===== config.mk =====
export PLATFORM = sky130hd
export DESIGN_NAME = hsfs_top
export DESIGN_NICKNAME = d
export VERILOG_FILES = /design/src/hw/hsfs_pkg.sv /design/src/hw/hsfs_top.sv
export SDC_FILE = /design/constraint.sdc
export NUM_CORES = 1
export LEC_CHECK = 0
export BUFFER_PORTS_ARGS = -buffer_cell sky130_fd_sc_hd__buf_2
export CAP_MARGIN = 10
export CORE_MARGIN = 5
export CORE_UTILIZATION = 45
export CTS_CLUSTER_SIZE = 8
export DETAILED_ROUTE_END_ITERATION = 8
export PLACE_DENSITY_LB_ADDON = 0.12
export SETUP_SLACK_MARGIN = 0.05
export SYNTH_ARGS = -nofsm -noshare
export SYNTH_HDL_FRONTEND = slang
export SYNTH_SLANG_ARGS = --single-unit
export TNS_END_PERCENT = 20

===== constraint.sdc =====
create_clock -name MCLK -period 5.7 [get_ports MCLK]
set_input_delay 0.285 -clock MCLK [delete_from_list [all_inputs] [get_ports MCLK]]
set_output_delay 0.285 -clock MCLK [all_outputs]
set_load 0.01 [all_outputs]

===== src/hw/hsfs_pkg.sv =====
// Constants, register map and state types of the hot-swap fault supervisor
package hsfs_pkg;

  // Command codes on the management port
  localparam logic [7:0] REG_OUTPUT_CTRL    = 8'h03;
  localparam logic [7:0] REG_CLEAR_FLAGS    = 8'h05;
  localparam logic [7:0] REG_SUMMARY_STATUS = 8'h79;
  localparam logic [7:0] REG_INPUT_STATUS   = 8'h7C;
  localparam logic [7:0] REG_VENDOR_STATUS  = 8'h80;
  localparam logic [7:0] REG_ALERT_SUPPRESS = 8'hD8;
  localparam logic [7:0] REG_HW_OVERRIDE    = 8'hD9;
  localparam logic [7:0] REG_DIAG_SUMMARY   = 8'hE1;

  localparam logic [7:0]  OUT_ON_VAL         = 8'h80;
  localparam logic [7:0]  OUT_OFF_VAL        = 8'h00;
  localparam logic        OUT_CTRL_RST       = 1'b1;
  localparam logic [15:0] ALERT_SUPPRESS_RST = 16'h0000;
  localparam logic [7:0]  HW_OVERRIDE_RST    = 8'h00;

  // Status field positions
  localparam int IN_HIGH_BIT   = 7;
  localparam int IN_LOW_BIT    = 4;
  localparam int IN_OC_BIT     = 1;
  localparam int SUM_INPUT_BIT = 13;
  localparam int SUM_PG_N_BIT  = 11;
  localparam int VEN_CB_BIT    = 6;
  localparam int DG_OCOP_BIT   = 14;
  localparam int DG_UV_BIT     = 13;
  localparam int DG_OV_BIT     = 12;
  localparam int DG_CB_BIT     = 9;
  localparam int DG_LATCH_BIT  = 8;
  localparam int DG_PG_BIT     = 3;
  localparam logic [15:0] DG_ALERT_SRC = (16'h0001 << DG_OCOP_BIT) | (16'h0001 << DG_UV_BIT)
                                       | (16'h0001 << DG_OV_BIT) | (16'h0001 << DG_CB_BIT);

  // Override register fields
  localparam int OVR_CL_EN  = 7;
  localparam int OVR_CL_VAL = 6;
  localparam int OVR_CB_EN  = 5;
  localparam int OVR_CB_VAL = 4;
  localparam int OVR_RT_EN  = 3;
  localparam int OVR_RT_MSB = 2;

  localparam logic [3:0] RETRY_CYCLES = 4'h7;
  localparam logic [3:0] BYTE_BITS    = 4'h8;

  // Synchroniser slots
  localparam int SY_CLSEL = 0;
  localparam int SY_CBSEL = 1;
  localparam int SY_RETRY = 2;
  localparam int SY_UVEN  = 3;
  localparam int SY_OV    = 4;
  localparam int SY_GOOD  = 5;
  localparam int SY_CL25  = 6;
  localparam int SY_CL46  = 7;
  localparam int SY_CB18  = 8;
  localparam int SY_CB36  = 9;
  localparam int SY_PWR   = 10;
  localparam int SY_T17   = 11;
  localparam int SY_T10   = 12;
  localparam int SY_T03   = 13;
  localparam int SY_SCL   = 14;
  localparam int SY_SDA   = 15;
  localparam int NSYNC    = 16;

  typedef enum logic [2:0] {
    HS_INSERT   = 3'h0,
    HS_OFF      = 3'h1,
    HS_ON       = 3'h3,
    HS_RETRY_DN = 3'h2,
    HS_RETRY_UP = 3'h6,
    HS_LATCHED  = 3'h7
  } hsfs_pwr_t;

  typedef enum logic [3:0] {
    SB_IDLE = 4'h0,
    SB_ADDR = 4'h1,
    SB_AACK = 4'h3,
    SB_CMD  = 4'h2,
    SB_CACK = 4'h6,
    SB_WDAT = 4'h7,
    SB_WACK = 4'h5,
    SB_RDAT = 4'h4,
    SB_RACK = 4'hC
  } hsfs_smb_t;

endpackage


===== src/hw/hsfs_top.sv =====
// Hot-swap fault supervisor: limit/breaker/retry sequencing, lockouts and status port
`timescale 1ns/1ps
`default_nettype none

module hsfs_top #(
  parameter logic [6:0] DEV_ADDR = 7'h40  // Bus address, arbitrary default
) (
  input  wire logic MCLK,
  input  wire logic RST_N,
  input  wire logic LIMIT_SELECT_PIN,
  input  wire logic BREAKER_SELECT_PIN,
  input  wire logic RETRY_PIN,
  input  wire logic UNDERVOLT_ENABLE_PIN,
  input  wire logic OVERVOLT_PIN,
  input  wire logic GOOD_SENSE_IN,
  input  wire logic SENSE_OVER_25MV,
  input  wire logic SENSE_OVER_46MV,
  input  wire logic BREAKER_OVER_1X8,
  input  wire logic BREAKER_OVER_3X6,
  input  wire logic POWER_LIMIT_CMP,
  input  wire logic TIMER_ABOVE_1V7,
  input  wire logic TIMER_ABOVE_1V0,
  input  wire logic TIMER_ABOVE_0V3,
  input  wire logic SCL_I,
  input  wire logic SDA_I,
  output logic      SDA_O,
  output logic      SDA_OE,
  output logic      SMBA_O,
  output logic      SMBA_OE,
  output logic      GATE_STRONG_PD,
  output logic      GATE_PD_2MA,
  output logic      GATE_CHARGE,
  output logic      GATE_REGULATE,
  output logic      TIMER_SRC_90U,
  output logic      TIMER_SRC_5U5,
  output logic      TIMER_SINK_1M9,
  output logic      TIMER_SINK_2U8,
  output logic      UV_HYST_EN,
  output logic      OV_HYST_EN,
  output logic      PG_HYST_EN,
  output logic      POWER_GOOD_OUT
);

  // Retry budget: {infinite, count}
  function automatic logic [5:0] retry_budget(input logic [2:0] code);
    case (code)
      3'h0:    retry_budget = 6'h00;
      3'h1:    retry_budget = 6'h01;
      3'h2:    retry_budget = 6'h02;
      3'h3:    retry_budget = 6'h04;
      3'h4:    retry_budget = 6'h08;
      3'h5:    retry_budget = 6'h10;
      default: retry_budget = 6'h20;
    endcase
  endfunction

  logic [hsfs_pkg::NSYNC-1:0] raw;
  logic [hsfs_pkg::NSYNC-1:0] s1_q;
  logic [hsfs_pkg::NSYNC-1:0] s2_q;

  assign raw[hsfs_pkg::SY_CLSEL] = LIMIT_SELECT_PIN;
  assign raw[hsfs_pkg::SY_CBSEL] = BREAKER_SELECT_PIN;
  assign raw[hsfs_pkg::SY_RETRY] = RETRY_PIN;
  assign raw[hsfs_pkg::SY_UVEN]  = UNDERVOLT_ENABLE_PIN;
  assign raw[hsfs_pkg::SY_OV]    = OVERVOLT_PIN;
  assign raw[hsfs_pkg::SY_GOOD]  = GOOD_SENSE_IN;
  assign raw[hsfs_pkg::SY_CL25]  = SENSE_OVER_25MV;
  assign raw[hsfs_pkg::SY_CL46]  = SENSE_OVER_46MV;
  assign raw[hsfs_pkg::SY_CB18]  = BREAKER_OVER_1X8;
  assign raw[hsfs_pkg::SY_CB36]  = BREAKER_OVER_3X6;
  assign raw[hsfs_pkg::SY_PWR]   = POWER_LIMIT_CMP;
  assign raw[hsfs_pkg::SY_T17]   = TIMER_ABOVE_1V7;
  assign raw[hsfs_pkg::SY_T10]   = TIMER_ABOVE_1V0;
  assign raw[hsfs_pkg::SY_T03]   = TIMER_ABOVE_0V3;
  assign raw[hsfs_pkg::SY_SCL]   = SCL_I;
  assign raw[hsfs_pkg::SY_SDA]   = SDA_I;

  for (genvar i = 0; i < hsfs_pkg::NSYNC; i++)
  begin : g_sync
    always_ff @(posedge MCLK or negedge RST_N)
    begin
      if (!RST_N)
      begin
        s1_q[i] <= 1'b0;
        s2_q[i] <= 1'b0;
      end
      else
      begin
        s1_q[i] <= raw[i];
        s2_q[i] <= s1_q[i];
      end
    end
  end

  // Registers and flags
  logic        op_en_q, op_en_d;
  logic [7:0]  ovr_q, ovr_d;
  logic [15:0] mask_q, mask_d;
  logic        oc_q, oc_d, cb_q, cb_d, uv_q, uv_d, ov_q, ov_d;
  logic        pg_q;
  // Power state
  hsfs_pkg::hsfs_pwr_t st_q, st_d;
  logic [3:0]  cyc_q, cyc_d;
  logic [4:0]  att_q, att_d;
  logic        arm_q, arm_d;
  // Bus engine
  hsfs_pkg::hsfs_smb_t sm_q, sm_d;
  logic [3:0]  bit_q, bit_d;
  logic [7:0]  sh_q, sh_d, cmd_q, cmd_d, lo_q, lo_d;
  logic        rw_q, rw_d, idx_q, idx_d, oe_q, oe_d, scl_p_q, sda_p_q;
  logic        wr_p, clr_p;

  logic uv_en, ov, sel_hi, cb_hi, cur_lim, brk, pwr_lim, limiting, run_ok;
  logic t17, t10, t03, scl, sda, scl_rise, scl_fall, start_c, stop_c, retry_ok;
  logic [5:0]  budget;
  logic [15:0] summary_w, diag_w, rd_w;
  logic [7:0]  input_w, vendor_w;

  assign uv_en    = s2_q[hsfs_pkg::SY_UVEN];
  assign ov       = s2_q[hsfs_pkg::SY_OV];
  assign t17      = s2_q[hsfs_pkg::SY_T17];
  assign t10      = s2_q[hsfs_pkg::SY_T10];
  assign t03      = s2_q[hsfs_pkg::SY_T03];
  assign sel_hi   = ovr_q[hsfs_pkg::OVR_CL_EN] ? ovr_q[hsfs_pkg::OVR_CL_VAL]
                                               : s2_q[hsfs_pkg::SY_CLSEL];
  assign cb_hi    = ovr_q[hsfs_pkg::OVR_CB_EN] ? ovr_q[hsfs_pkg::OVR_CB_VAL]
                                               : s2_q[hsfs_pkg::SY_CBSEL];
  assign cur_lim  = sel_hi ? s2_q[hsfs_pkg::SY_CL46] : s2_q[hsfs_pkg::SY_CL25];
  assign brk      = cb_hi ? s2_q[hsfs_pkg::SY_CB36] : s2_q[hsfs_pkg::SY_CB18];
  assign pwr_lim  = s2_q[hsfs_pkg::SY_PWR];
  assign limiting = cur_lim | pwr_lim | brk;
  assign run_ok   = uv_en & ~ov & op_en_q;
  // Retry pin high means latch; override picks a count
  assign budget   = ovr_q[hsfs_pkg::OVR_RT_EN] ? retry_budget(ovr_q[hsfs_pkg::OVR_RT_MSB:0])
                  : (s2_q[hsfs_pkg::SY_RETRY] ? 6'h00 : 6'h20);
  assign retry_ok = budget[5] | (att_q < budget[4:0]);

  // Power sequencing
  always_comb
  begin
    st_d  = st_q;
    cyc_d = cyc_q;
    att_d = att_q;
    arm_d = arm_q;
    case (st_q)
      hsfs_pkg::HS_INSERT:
        if (t17)
          st_d = hsfs_pkg::HS_OFF;
      hsfs_pkg::HS_OFF:
        if (run_ok)
        begin
          st_d  = hsfs_pkg::HS_ON;
          att_d = '0;
        end
      hsfs_pkg::HS_ON:
        if (!run_ok)
          st_d = hsfs_pkg::HS_OFF;
        else if (limiting && t17)
        begin
          if (retry_ok)
          begin
            st_d  = hsfs_pkg::HS_RETRY_DN;
            cyc_d = '0;
            att_d = att_q + 5'h01;
          end
          else
          begin
            st_d  = hsfs_pkg::HS_LATCHED;
            arm_d = 1'b0;
          end
        end
      hsfs_pkg::HS_RETRY_DN:
        if (!run_ok)
          st_d = hsfs_pkg::HS_OFF;
        else if (cyc_q == hsfs_pkg::RETRY_CYCLES)
        begin
          if (!t03)
            st_d = hsfs_pkg::HS_ON;
        end
        else if (!t10)
        begin
          cyc_d = cyc_q + 4'h1;
          st_d  = hsfs_pkg::HS_RETRY_UP;
        end
      hsfs_pkg::HS_RETRY_UP:
        if (!run_ok)
          st_d = hsfs_pkg::HS_OFF;
        else if (t17)
          st_d = hsfs_pkg::HS_RETRY_DN;
      hsfs_pkg::HS_LATCHED:
      begin
        if (!uv_en || !op_en_q)
          arm_d = 1'b1;
        // Restart only once the timer has bled below 0.3 V
        if (arm_q && uv_en && op_en_q && !t03)
          st_d = hsfs_pkg::HS_OFF;
      end
      default:
        st_d = hsfs_pkg::HS_INSERT;
    endcase
  end

  always_ff @(posedge MCLK or negedge RST_N)
  begin
    if (!RST_N)
    begin
      st_q  <= hsfs_pkg::HS_INSERT;
      cyc_q <= '0;
      att_q <= '0;
      arm_q <= 1'b0;
    end
    else
    begin
      st_q  <= st_d;
      cyc_q <= cyc_d;
      att_q <= att_d;
      arm_q <= arm_d;
    end
  end

  // Status and control registers; a set always beats a clear
  always_comb
  begin
    op_en_d = op_en_q;
    ovr_d   = ovr_q;
    mask_d  = mask_q;
    oc_d    = clr_p ? 1'b0 : oc_q;
    cb_d    = clr_p ? 1'b0 : cb_q;
    uv_d    = clr_p ? 1'b0 : uv_q;
    ov_d    = clr_p ? 1'b0 : ov_q;
    if (st_q == hsfs_pkg::HS_ON && run_ok && limiting && t17)
      oc_d = 1'b1;
    if (st_q == hsfs_pkg::HS_ON && brk)
      cb_d = 1'b1;
    if (st_q != hsfs_pkg::HS_INSERT && !uv_en)
      uv_d = 1'b1;
    if (ov)
      ov_d = 1'b1;
    if (wr_p)
      case (cmd_q)
        hsfs_pkg::REG_OUTPUT_CTRL:
          if (!idx_q && sh_q == hsfs_pkg::OUT_ON_VAL)
            op_en_d = 1'b1;
          else if (!idx_q && sh_q == hsfs_pkg::OUT_OFF_VAL)
            op_en_d = 1'b0;
        hsfs_pkg::REG_HW_OVERRIDE:
          if (!idx_q)
            ovr_d = sh_q;
        hsfs_pkg::REG_ALERT_SUPPRESS:
          if (idx_q)
            mask_d = {sh_q, lo_q};
        default:
          ovr_d = ovr_q;
      endcase
  end

  always_ff @(posedge MCLK or negedge RST_N)
  begin
    if (!RST_N)
    begin
      op_en_q <= hsfs_pkg::OUT_CTRL_RST;
      ovr_q   <= hsfs_pkg::HW_OVERRIDE_RST;
      mask_q  <= hsfs_pkg::ALERT_SUPPRESS_RST;
      oc_q    <= 1'b0;
      cb_q    <= 1'b0;
      uv_q    <= 1'b0;
      ov_q    <= 1'b0;
      pg_q    <= 1'b0;
    end
    else
    begin
      op_en_q <= op_en_d;
      ovr_q   <= ovr_d;
      mask_q  <= mask_d;
      oc_q    <= oc_d;
      cb_q    <= cb_d;
      uv_q    <= uv_d;
      ov_q    <= ov_d;
      pg_q    <= s2_q[hsfs_pkg::SY_GOOD] & uv_en & ~ov;
    end
  end

  // Read views
  always_comb
  begin
    input_w   = '0;
    vendor_w  = '0;
    summary_w = '0;
    diag_w    = '0;
    input_w[hsfs_pkg::IN_HIGH_BIT]     = ov_q;
    input_w[hsfs_pkg::IN_LOW_BIT]      = uv_q;
    input_w[hsfs_pkg::IN_OC_BIT]       = oc_q;
    vendor_w[hsfs_pkg::VEN_CB_BIT]     = cb_q;
    summary_w[hsfs_pkg::SUM_INPUT_BIT] = oc_q | uv_q | ov_q;
    summary_w[hsfs_pkg::SUM_PG_N_BIT]  = ~pg_q;
    diag_w[hsfs_pkg::DG_OCOP_BIT]      = oc_q;
    diag_w[hsfs_pkg::DG_UV_BIT]        = uv_q;
    diag_w[hsfs_pkg::DG_OV_BIT]        = ov_q;
    diag_w[hsfs_pkg::DG_CB_BIT]        = cb_q;
    diag_w[hsfs_pkg::DG_LATCH_BIT]     = (st_q == hsfs_pkg::HS_LATCHED);
    diag_w[hsfs_pkg::DG_PG_BIT]        = pg_q;
    case (cmd_q)
      hsfs_pkg::REG_OUTPUT_CTRL:    rd_w = op_en_q ? {8'h00, hsfs_pkg::OUT_ON_VAL} : 16'h0000;
      hsfs_pkg::REG_SUMMARY_STATUS: rd_w = summary_w;
      hsfs_pkg::REG_INPUT_STATUS:   rd_w = {8'h00, input_w};
      hsfs_pkg::REG_VENDOR_STATUS:  rd_w = {8'h00, vendor_w};
      hsfs_pkg::REG_ALERT_SUPPRESS: rd_w = mask_q;
      hsfs_pkg::REG_HW_OVERRIDE:    rd_w = {8'h00, ovr_q};
      hsfs_pkg::REG_DIAG_SUMMARY:   rd_w = diag_w;
      default:                      rd_w = 16'h0000;
    endcase
  end

  // Bus engine; no clock stretching, so MCLK must be well above SCL
  assign scl      = s2_q[hsfs_pkg::SY_SCL];
  assign sda      = s2_q[hsfs_pkg::SY_SDA];
  assign scl_rise = scl & ~scl_p_q;
  assign scl_fall = ~scl & scl_p_q;
  assign start_c  = scl & scl_p_q & sda_p_q & ~sda;
  assign stop_c   = scl & scl_p_q & ~sda_p_q & sda;

  always_comb
  begin
    sm_d  = sm_q;
    bit_d = bit_q;
    sh_d  = sh_q;
    cmd_d = cmd_q;
    lo_d  = lo_q;
    rw_d  = rw_q;
    idx_d = idx_q;
    oe_d  = oe_q;
    wr_p  = 1'b0;
    clr_p = 1'b0;
    if (start_c)
    begin
      sm_d  = hsfs_pkg::SB_ADDR;
      bit_d = '0;
      oe_d  = 1'b0;
    end
    else if (stop_c)
    begin
      sm_d = hsfs_pkg::SB_IDLE;
      oe_d = 1'b0;
    end
    else
      case (sm_q)
        hsfs_pkg::SB_ADDR, hsfs_pkg::SB_CMD, hsfs_pkg::SB_WDAT:
          if (scl_rise && bit_q != hsfs_pkg::BYTE_BITS)
          begin
            sh_d  = {sh_q[6:0], sda};
            bit_d = bit_q + 4'h1;
          end
          else if (scl_fall && bit_q == hsfs_pkg::BYTE_BITS)
          begin
            bit_d = '0;
            oe_d  = 1'b1;
            if (sm_q == hsfs_pkg::SB_ADDR)
            begin
              rw_d  = sh_q[0];
              idx_d = 1'b0;
              sm_d  = hsfs_pkg::SB_AACK;
              if (sh_q[7:1] != DEV_ADDR)
              begin
                sm_d = hsfs_pkg::SB_IDLE;
                oe_d = 1'b0;
              end
            end
            else if (sm_q == hsfs_pkg::SB_CMD)
            begin
              cmd_d = sh_q;
              sm_d  = hsfs_pkg::SB_CACK;
              clr_p = (sh_q == hsfs_pkg::REG_CLEAR_FLAGS);
            end
            else
            begin
              wr_p = 1'b1;
              lo_d = sh_q;
              sm_d = hsfs_pkg::SB_WACK;
            end
          end
        hsfs_pkg::SB_AACK:
          if (scl_fall)
          begin
            sm_d = rw_q ? hsfs_pkg::SB_RDAT : hsfs_pkg::SB_CMD;
            sh_d = rd_w[7:0];
            oe_d = rw_q & ~rd_w[7];
          end
        hsfs_pkg::SB_CACK, hsfs_pkg::SB_WACK:
          if (scl_fall)
          begin
            idx_d = (sm_q == hsfs_pkg::SB_WACK);
            sm_d  = hsfs_pkg::SB_WDAT;
            oe_d  = 1'b0;
          end
        hsfs_pkg::SB_RDAT:
          if (scl_rise)
            bit_d = bit_q + 4'h1;
          else if (scl_fall && bit_q == hsfs_pkg::BYTE_BITS)
          begin
            sm_d  = hsfs_pkg::SB_RACK;
            bit_d = '0;
            oe_d  = 1'b0;
          end
          else if (scl_fall)
          begin
            sh_d = {sh_q[6:0], 1'b0};
            oe_d = ~sh_q[6];
          end
        hsfs_pkg::SB_RACK:
          if (scl_rise)
            rw_d = ~sda;
          else if (scl_fall && rw_q)
          begin
            idx_d = 1'b1;
            sm_d  = hsfs_pkg::SB_RDAT;
            sh_d  = rd_w[15:8];
            oe_d  = ~rd_w[15];
          end
          else if (scl_fall)
            sm_d = hsfs_pkg::SB_IDLE;
        default:
          sm_d = hsfs_pkg::SB_IDLE;
      endcase
  end

  always_ff @(posedge MCLK or negedge RST_N)
  begin
    if (!RST_N)
    begin
      sm_q    <= hsfs_pkg::SB_IDLE;
      bit_q   <= '0;
      sh_q    <= '0;
      cmd_q   <= '0;
      lo_q    <= '0;
      rw_q    <= 1'b0;
      idx_q   <= 1'b0;
      oe_q    <= 1'b0;
      scl_p_q <= 1'b1;
      sda_p_q <= 1'b1;
    end
    else
    begin
      sm_q    <= sm_d;
      bit_q   <= bit_d;
      sh_q    <= sh_d;
      cmd_q   <= cmd_d;
      lo_q    <= lo_d;
      rw_q    <= rw_d;
      idx_q   <= idx_d;
      oe_q    <= oe_d;
      scl_p_q <= scl;
      sda_p_q <= sda;
    end
  end

  // Pin drive
  assign SDA_O          = 1'b0;
  assign SDA_OE         = oe_q;
  assign SMBA_O         = 1'b0;
  assign SMBA_OE        = |(diag_w & hsfs_pkg::DG_ALERT_SRC & ~mask_q);
  assign GATE_STRONG_PD = (st_q == hsfs_pkg::HS_ON) & brk;
  assign GATE_CHARGE    = (st_q == hsfs_pkg::HS_ON) & ~brk;
  assign GATE_REGULATE  = (st_q == hsfs_pkg::HS_ON) & (cur_lim | pwr_lim);
  assign GATE_PD_2MA    = (st_q != hsfs_pkg::HS_ON);
  assign TIMER_SRC_90U  = ((st_q == hsfs_pkg::HS_ON) & limiting)
                        | (st_q == hsfs_pkg::HS_RETRY_UP);
  assign TIMER_SRC_5U5  = (st_q == hsfs_pkg::HS_INSERT);
  assign TIMER_SINK_1M9 = ((st_q == hsfs_pkg::HS_ON) & ~limiting)
                        | (st_q == hsfs_pkg::HS_OFF);
  assign TIMER_SINK_2U8 = (st_q == hsfs_pkg::HS_LATCHED) | (st_q == hsfs_pkg::HS_RETRY_DN);
  assign UV_HYST_EN     = ~uv_en;
  assign OV_HYST_EN     = ov;
  assign PG_HYST_EN     = s2_q[hsfs_pkg::SY_GOOD];
  assign POWER_GOOD_OUT = pg_q;
endmodule

`default_nettype wire


==> results.txt <==
The library cell used most frequently in the layout, excluding fill and tap cells, is dfrtp_1. Derived from the worst setup path, the maximum achievable clock frequency is 352 MHz. The synthesized design contains 0 enable-type register cells.

The logs give 3 for the count of H-tree levels built during CTS and 0 for the remaining design rule violation count. The critical-path maximum fanout was 10; the setup clock skew after layout was 0.0129 ns. First-pass iteration count of the detailed router: 5.

From bottom edge to top edge, the die measures 122 microns. The Yosys step of the flow raised 0 warnings. The time the final worst path needs with I/O delays and setup was 2.84 ns; the count of fill cells added during filler insertion was 1,148. The worst setup path is captured at a register. CTS saw 112 sinks. The logic depth of the worst register-to-register path was 8; the number of instances in the synthesized netlist was 523. The logs give 12.4% for the share of power burned in combinational logic and 502 uW for the switching power total.

The flow ran to the end, and the final reports show no timing, DRC or antenna violations. The startpoint identified for the worst register-to-register timing path is bit_q[0]. In the final routed layout, each cell accounts on average for 17.8 microns. The startpoint of the lowest-slack hold path is POWER_LIMIT_CMP.

The tightest min-delay check is of the input port to register type. For this configuration, the core starts out at a cell density of 45.4%. After legalization and detailed placement, the total HPWL measured 9080 microns. Global routing finished with a remaining overflow of 0. For this design the static power due to leakage is 2.83 nW.

The sequential share of the synthesized area is 49.4%, and the boundary pin count is 34. For the worst setup path, the data required time is 5.94 ns. The number of nets at the end of the flow was 569.

The number of antenna diodes in the final layout is 0. The post-CTS setup repair buffer count was 0. The top cell types in the final layout, fill and taps aside, are 109 x dfrtp_1, 37 x mux2_2, 31 x nand2_1, 31 x nor2_1, 30 x buf_2.

The tools report the core utilization of the finished layout as 50.0%. For the number of global-route vias before repair, the log shows 4,195. Final number of setup-violating endpoints: 0.

The tools report the remaining number of nets flagged by the antenna check after routing as 0. The worst setup path is launched from a register. Setup slack on the worst reg-to-reg path comes out at 2.86 ns.

VDD sags by at most 0.000235 V. The worst setup path category is register to register. The floorplan step set the die width to 122 microns.

Detailed routing inserted a total of 4,195 vias. The areal power density over the cells came out at 275 nW/um^2. The fraction of power spent switching nets is 29.1%. Dividing the detail-routed via count by the number of cells gives 5.83.

The run gives 0 as the max-slew violation total from the final report. The floorplan step defined a core boundary enclosing 12,500 sq um. The clock passes through at most 2 buffers. Headroom to the max-slew limit came out at 40.9%. The largest net degree at the start of global routing was 73; the total power draw was 1.72 mW. The clock network accounts for 36.3% of the total power. Setup repair after global routing left no endpoint under its margin.

The floorplan step defined a die boundary enclosing 15,000 sq um. The clock-pin slew on the worst setup and hold paths is 0.08 ns. The initialized floorplan defines 41 standard-cell rows.

The endpoint identified for the worst register-to-register timing path is ovr_q[5]. TritonCTS built the clock tree. The cell-internal power came out at 1.22 mW. The first global-routing pass estimated 21,800 microns of wire.

The tree is rooted in a clkbuf_16. The number of antenna violations at the first check in global routing is 0, and the ratio of final minimum period to clock period is 49.8%. After synthesis, the netlist uses 82 different library cells. The hold-critical path endpoint is s1_q[10]. Across the run, the number of max-cap violations was 0. Compared with the post-synthesis result, the final layout area differs by 10.1%.

For this block, the initial DRC count from the detailed router was 346. The run gives 1 as the cts-stage hold buffer count. The congestion estimate from routability-driven global placement came to 0.898. The share of total power dissipated in sequential elements is 51.4%. The number of clock buffers added by TritonCTS is 9.

Once the clock tree was built, the resizer swapped 0 gates to a different size. Prior to clock tree synthesis, the placed netlist has a worst setup slack of 2.87 ns. The number of hold violations in the final report is 0, and the number of instances in the placed design is 703. The worst hold path cell count was 1. For the pin with the worst max-slew slack, the measured transition is 0.887 ns. For this run, the leading register cell type out of synthesis is dfrtp_1. The data arrival at the endpoint of the critical path is 3.08 ns. Number of standard cells in the layout, taps in and fillers out: 720. Cells with a size suffix above 1 make up 19.5% of the layout. Global routing used 18.5% of the available tracks. The synthesized netlist occupies a cell area of 5690 sq um. The count of buffers from port buffering was 31. The routed design has 12,900 microns of wire. In the post-route analysis, the smallest setup slack over all paths is 2.86 ns. Counting flops and latches in the post-synthesis netlist gives 112. In the synthesized netlist the async set-or-reset flop fraction comes to 100%. The clock latency reported for the late side of the worst-skew pair is 0.36 ns, and the setup total negative slack is 0 ns. A synthesized cell averages 10.9 sq um.
## registers in the layout, indices dropped and copies added (netlist names), 4 cells and up
signal,cells
mask_q,16
s1_q,16
cmd_q,8
lo_q,8
ovr_q,8
sh_q,8
s2_q,7
att_q,5
bit_q,4
cyc_q,4
sm_q,4
## critical path, cell delays in order (launching register included)
cell and delay [ns]:
dfrtp_1 0.42, inv_1 0.08, ha_1 0.13, nand3b_1 0.19
nor2_2 0.26, and4_1 0.60, nor2b_1 0.23, and3_1 0.42
mux2_2 0.39
## how the worst max path moves through the flow
stage,start,cells past startpoint,to
6_report,bit_q[0],8,ovr_q[5]
5_1_grt,bit_q[0],8,ovr_q[7]
3_3_place_gp,bit_q[0],8,ovr_q[5]
4_1_cts,bit_q[0],8,ovr_q[5]
3_5_place_dp,bit_q[0],8,ovr_q[5]
2_1_floorplan,ovr_q[0],8,att_q[4]
## per-stage QoR
step / instance area, sq um / hold slack, ns
3_5_place_dp: 5950 / 0.317
3_3_place_gp: 5950 / 0.312
6_report: 6260 / 0.0265
5_1_grt: 6260 / 0.00505
4_1_cts: 6260 / 0.0111
2_1_floorplan: 5690 / -0.0106
## power by group through the flow
stage,clock network (mW),registers [mW],logic (mW)
6_report,0.625,0.885,0.213
5_1_grt,0.676,0.891,0.239
4_1_cts,0.643,0.885,0.215
3_5_place_dp,0,0.900,0.213
3_3_place_gp,0,0.900,0.212
2_1_floorplan,0,0.859,0.169
## layout make-up
cell class | instances | area (sq um) | share of cell area, %
sequential | 112 | 2810 | 44.8
clock buffer | 9 | 225 | 3.60
multi-input combinational | 370 | 2700 | 43.1
clock inverter | 7 | 72.6 | 1.16
timing repair buffer | 33 | 175 | 2.80
tap | 172 | 215 | 3.44
inverter | 17 | 63.8 | 1.02
## logic make-up (layout without fill, tap and decap cells)
| logic type | Yosys count | in the layout | synth area share, % |
|---|---|---|---|
| AND/OR/NAND/NOR | 166 | 166 | 16.8 |
| other | 1 | 2 | 0.0660 |
| XOR/XNOR | 3 | 3 | 0.726 |
| flip-flops | 112 | 112 | 49.4 |
| multiplexers | 57 | 57 | 11.3 |
| buffers and inverters | 42 | 66 | 3.21 |
| adder cells (fa/ha/maj) | 8 | 8 | 1.76 |
| AO/OA/AOI/OAI | 134 | 134 | 16.8 |
## Yosys cell counts, types with 3 or more instances
cell,instances,area [sq um]
a211o_1,3,26.3
a21o_1,10,75.1
a21oi_1,27,135
a22oi_1,10,75.1
a31oi_1,4,25.0
a32o_1,3,30.0
and3_1,3,18.8
buf_2,8,40.0
buf_4,4,30.0
clkbuf_1,13,48.8
dfrtp_1,109,2730
dfstp_2,3,78.8
ha_1,8,100
inv_1,16,60.1
mux2_1,14,158
mux2_2,37,417
mux2i_1,4,40.0
nand2_1,31,116
nand2b_1,5,31.3
nand3_1,11,55.1
nand3b_1,4,30.0
nand4_1,6,37.5
nor2_1,31,116
nor2b_1,12,75.1
nor3_1,21,105
nor3b_1,3,22.5
nor4b_1,4,35.0
o211ai_1,3,22.5
o21a_1,3,22.5
o21ai_0,23,115
o21ai_1,4,20.0
o22a_1,4,35.0
o31ai_1,9,67.6
or3_1,5,31.3
or4_1,5,37.5
## metal layers
metal | GRT usage, % | vias up | routed length (microns) | part of all wire [%]
li1 | - | 1990 | - | -
met1 | 25.3 | 2073 | 5980 | 47
met2 | 28.9 | 107 | 6020 | 47
met3 | 4.65 | 25 | 555 | 4.3
met4 | 6.09 | 0 | 295 | 2.3
met5 | 0 | - | 0 | 0
Power figures use the tool's default switching activity.
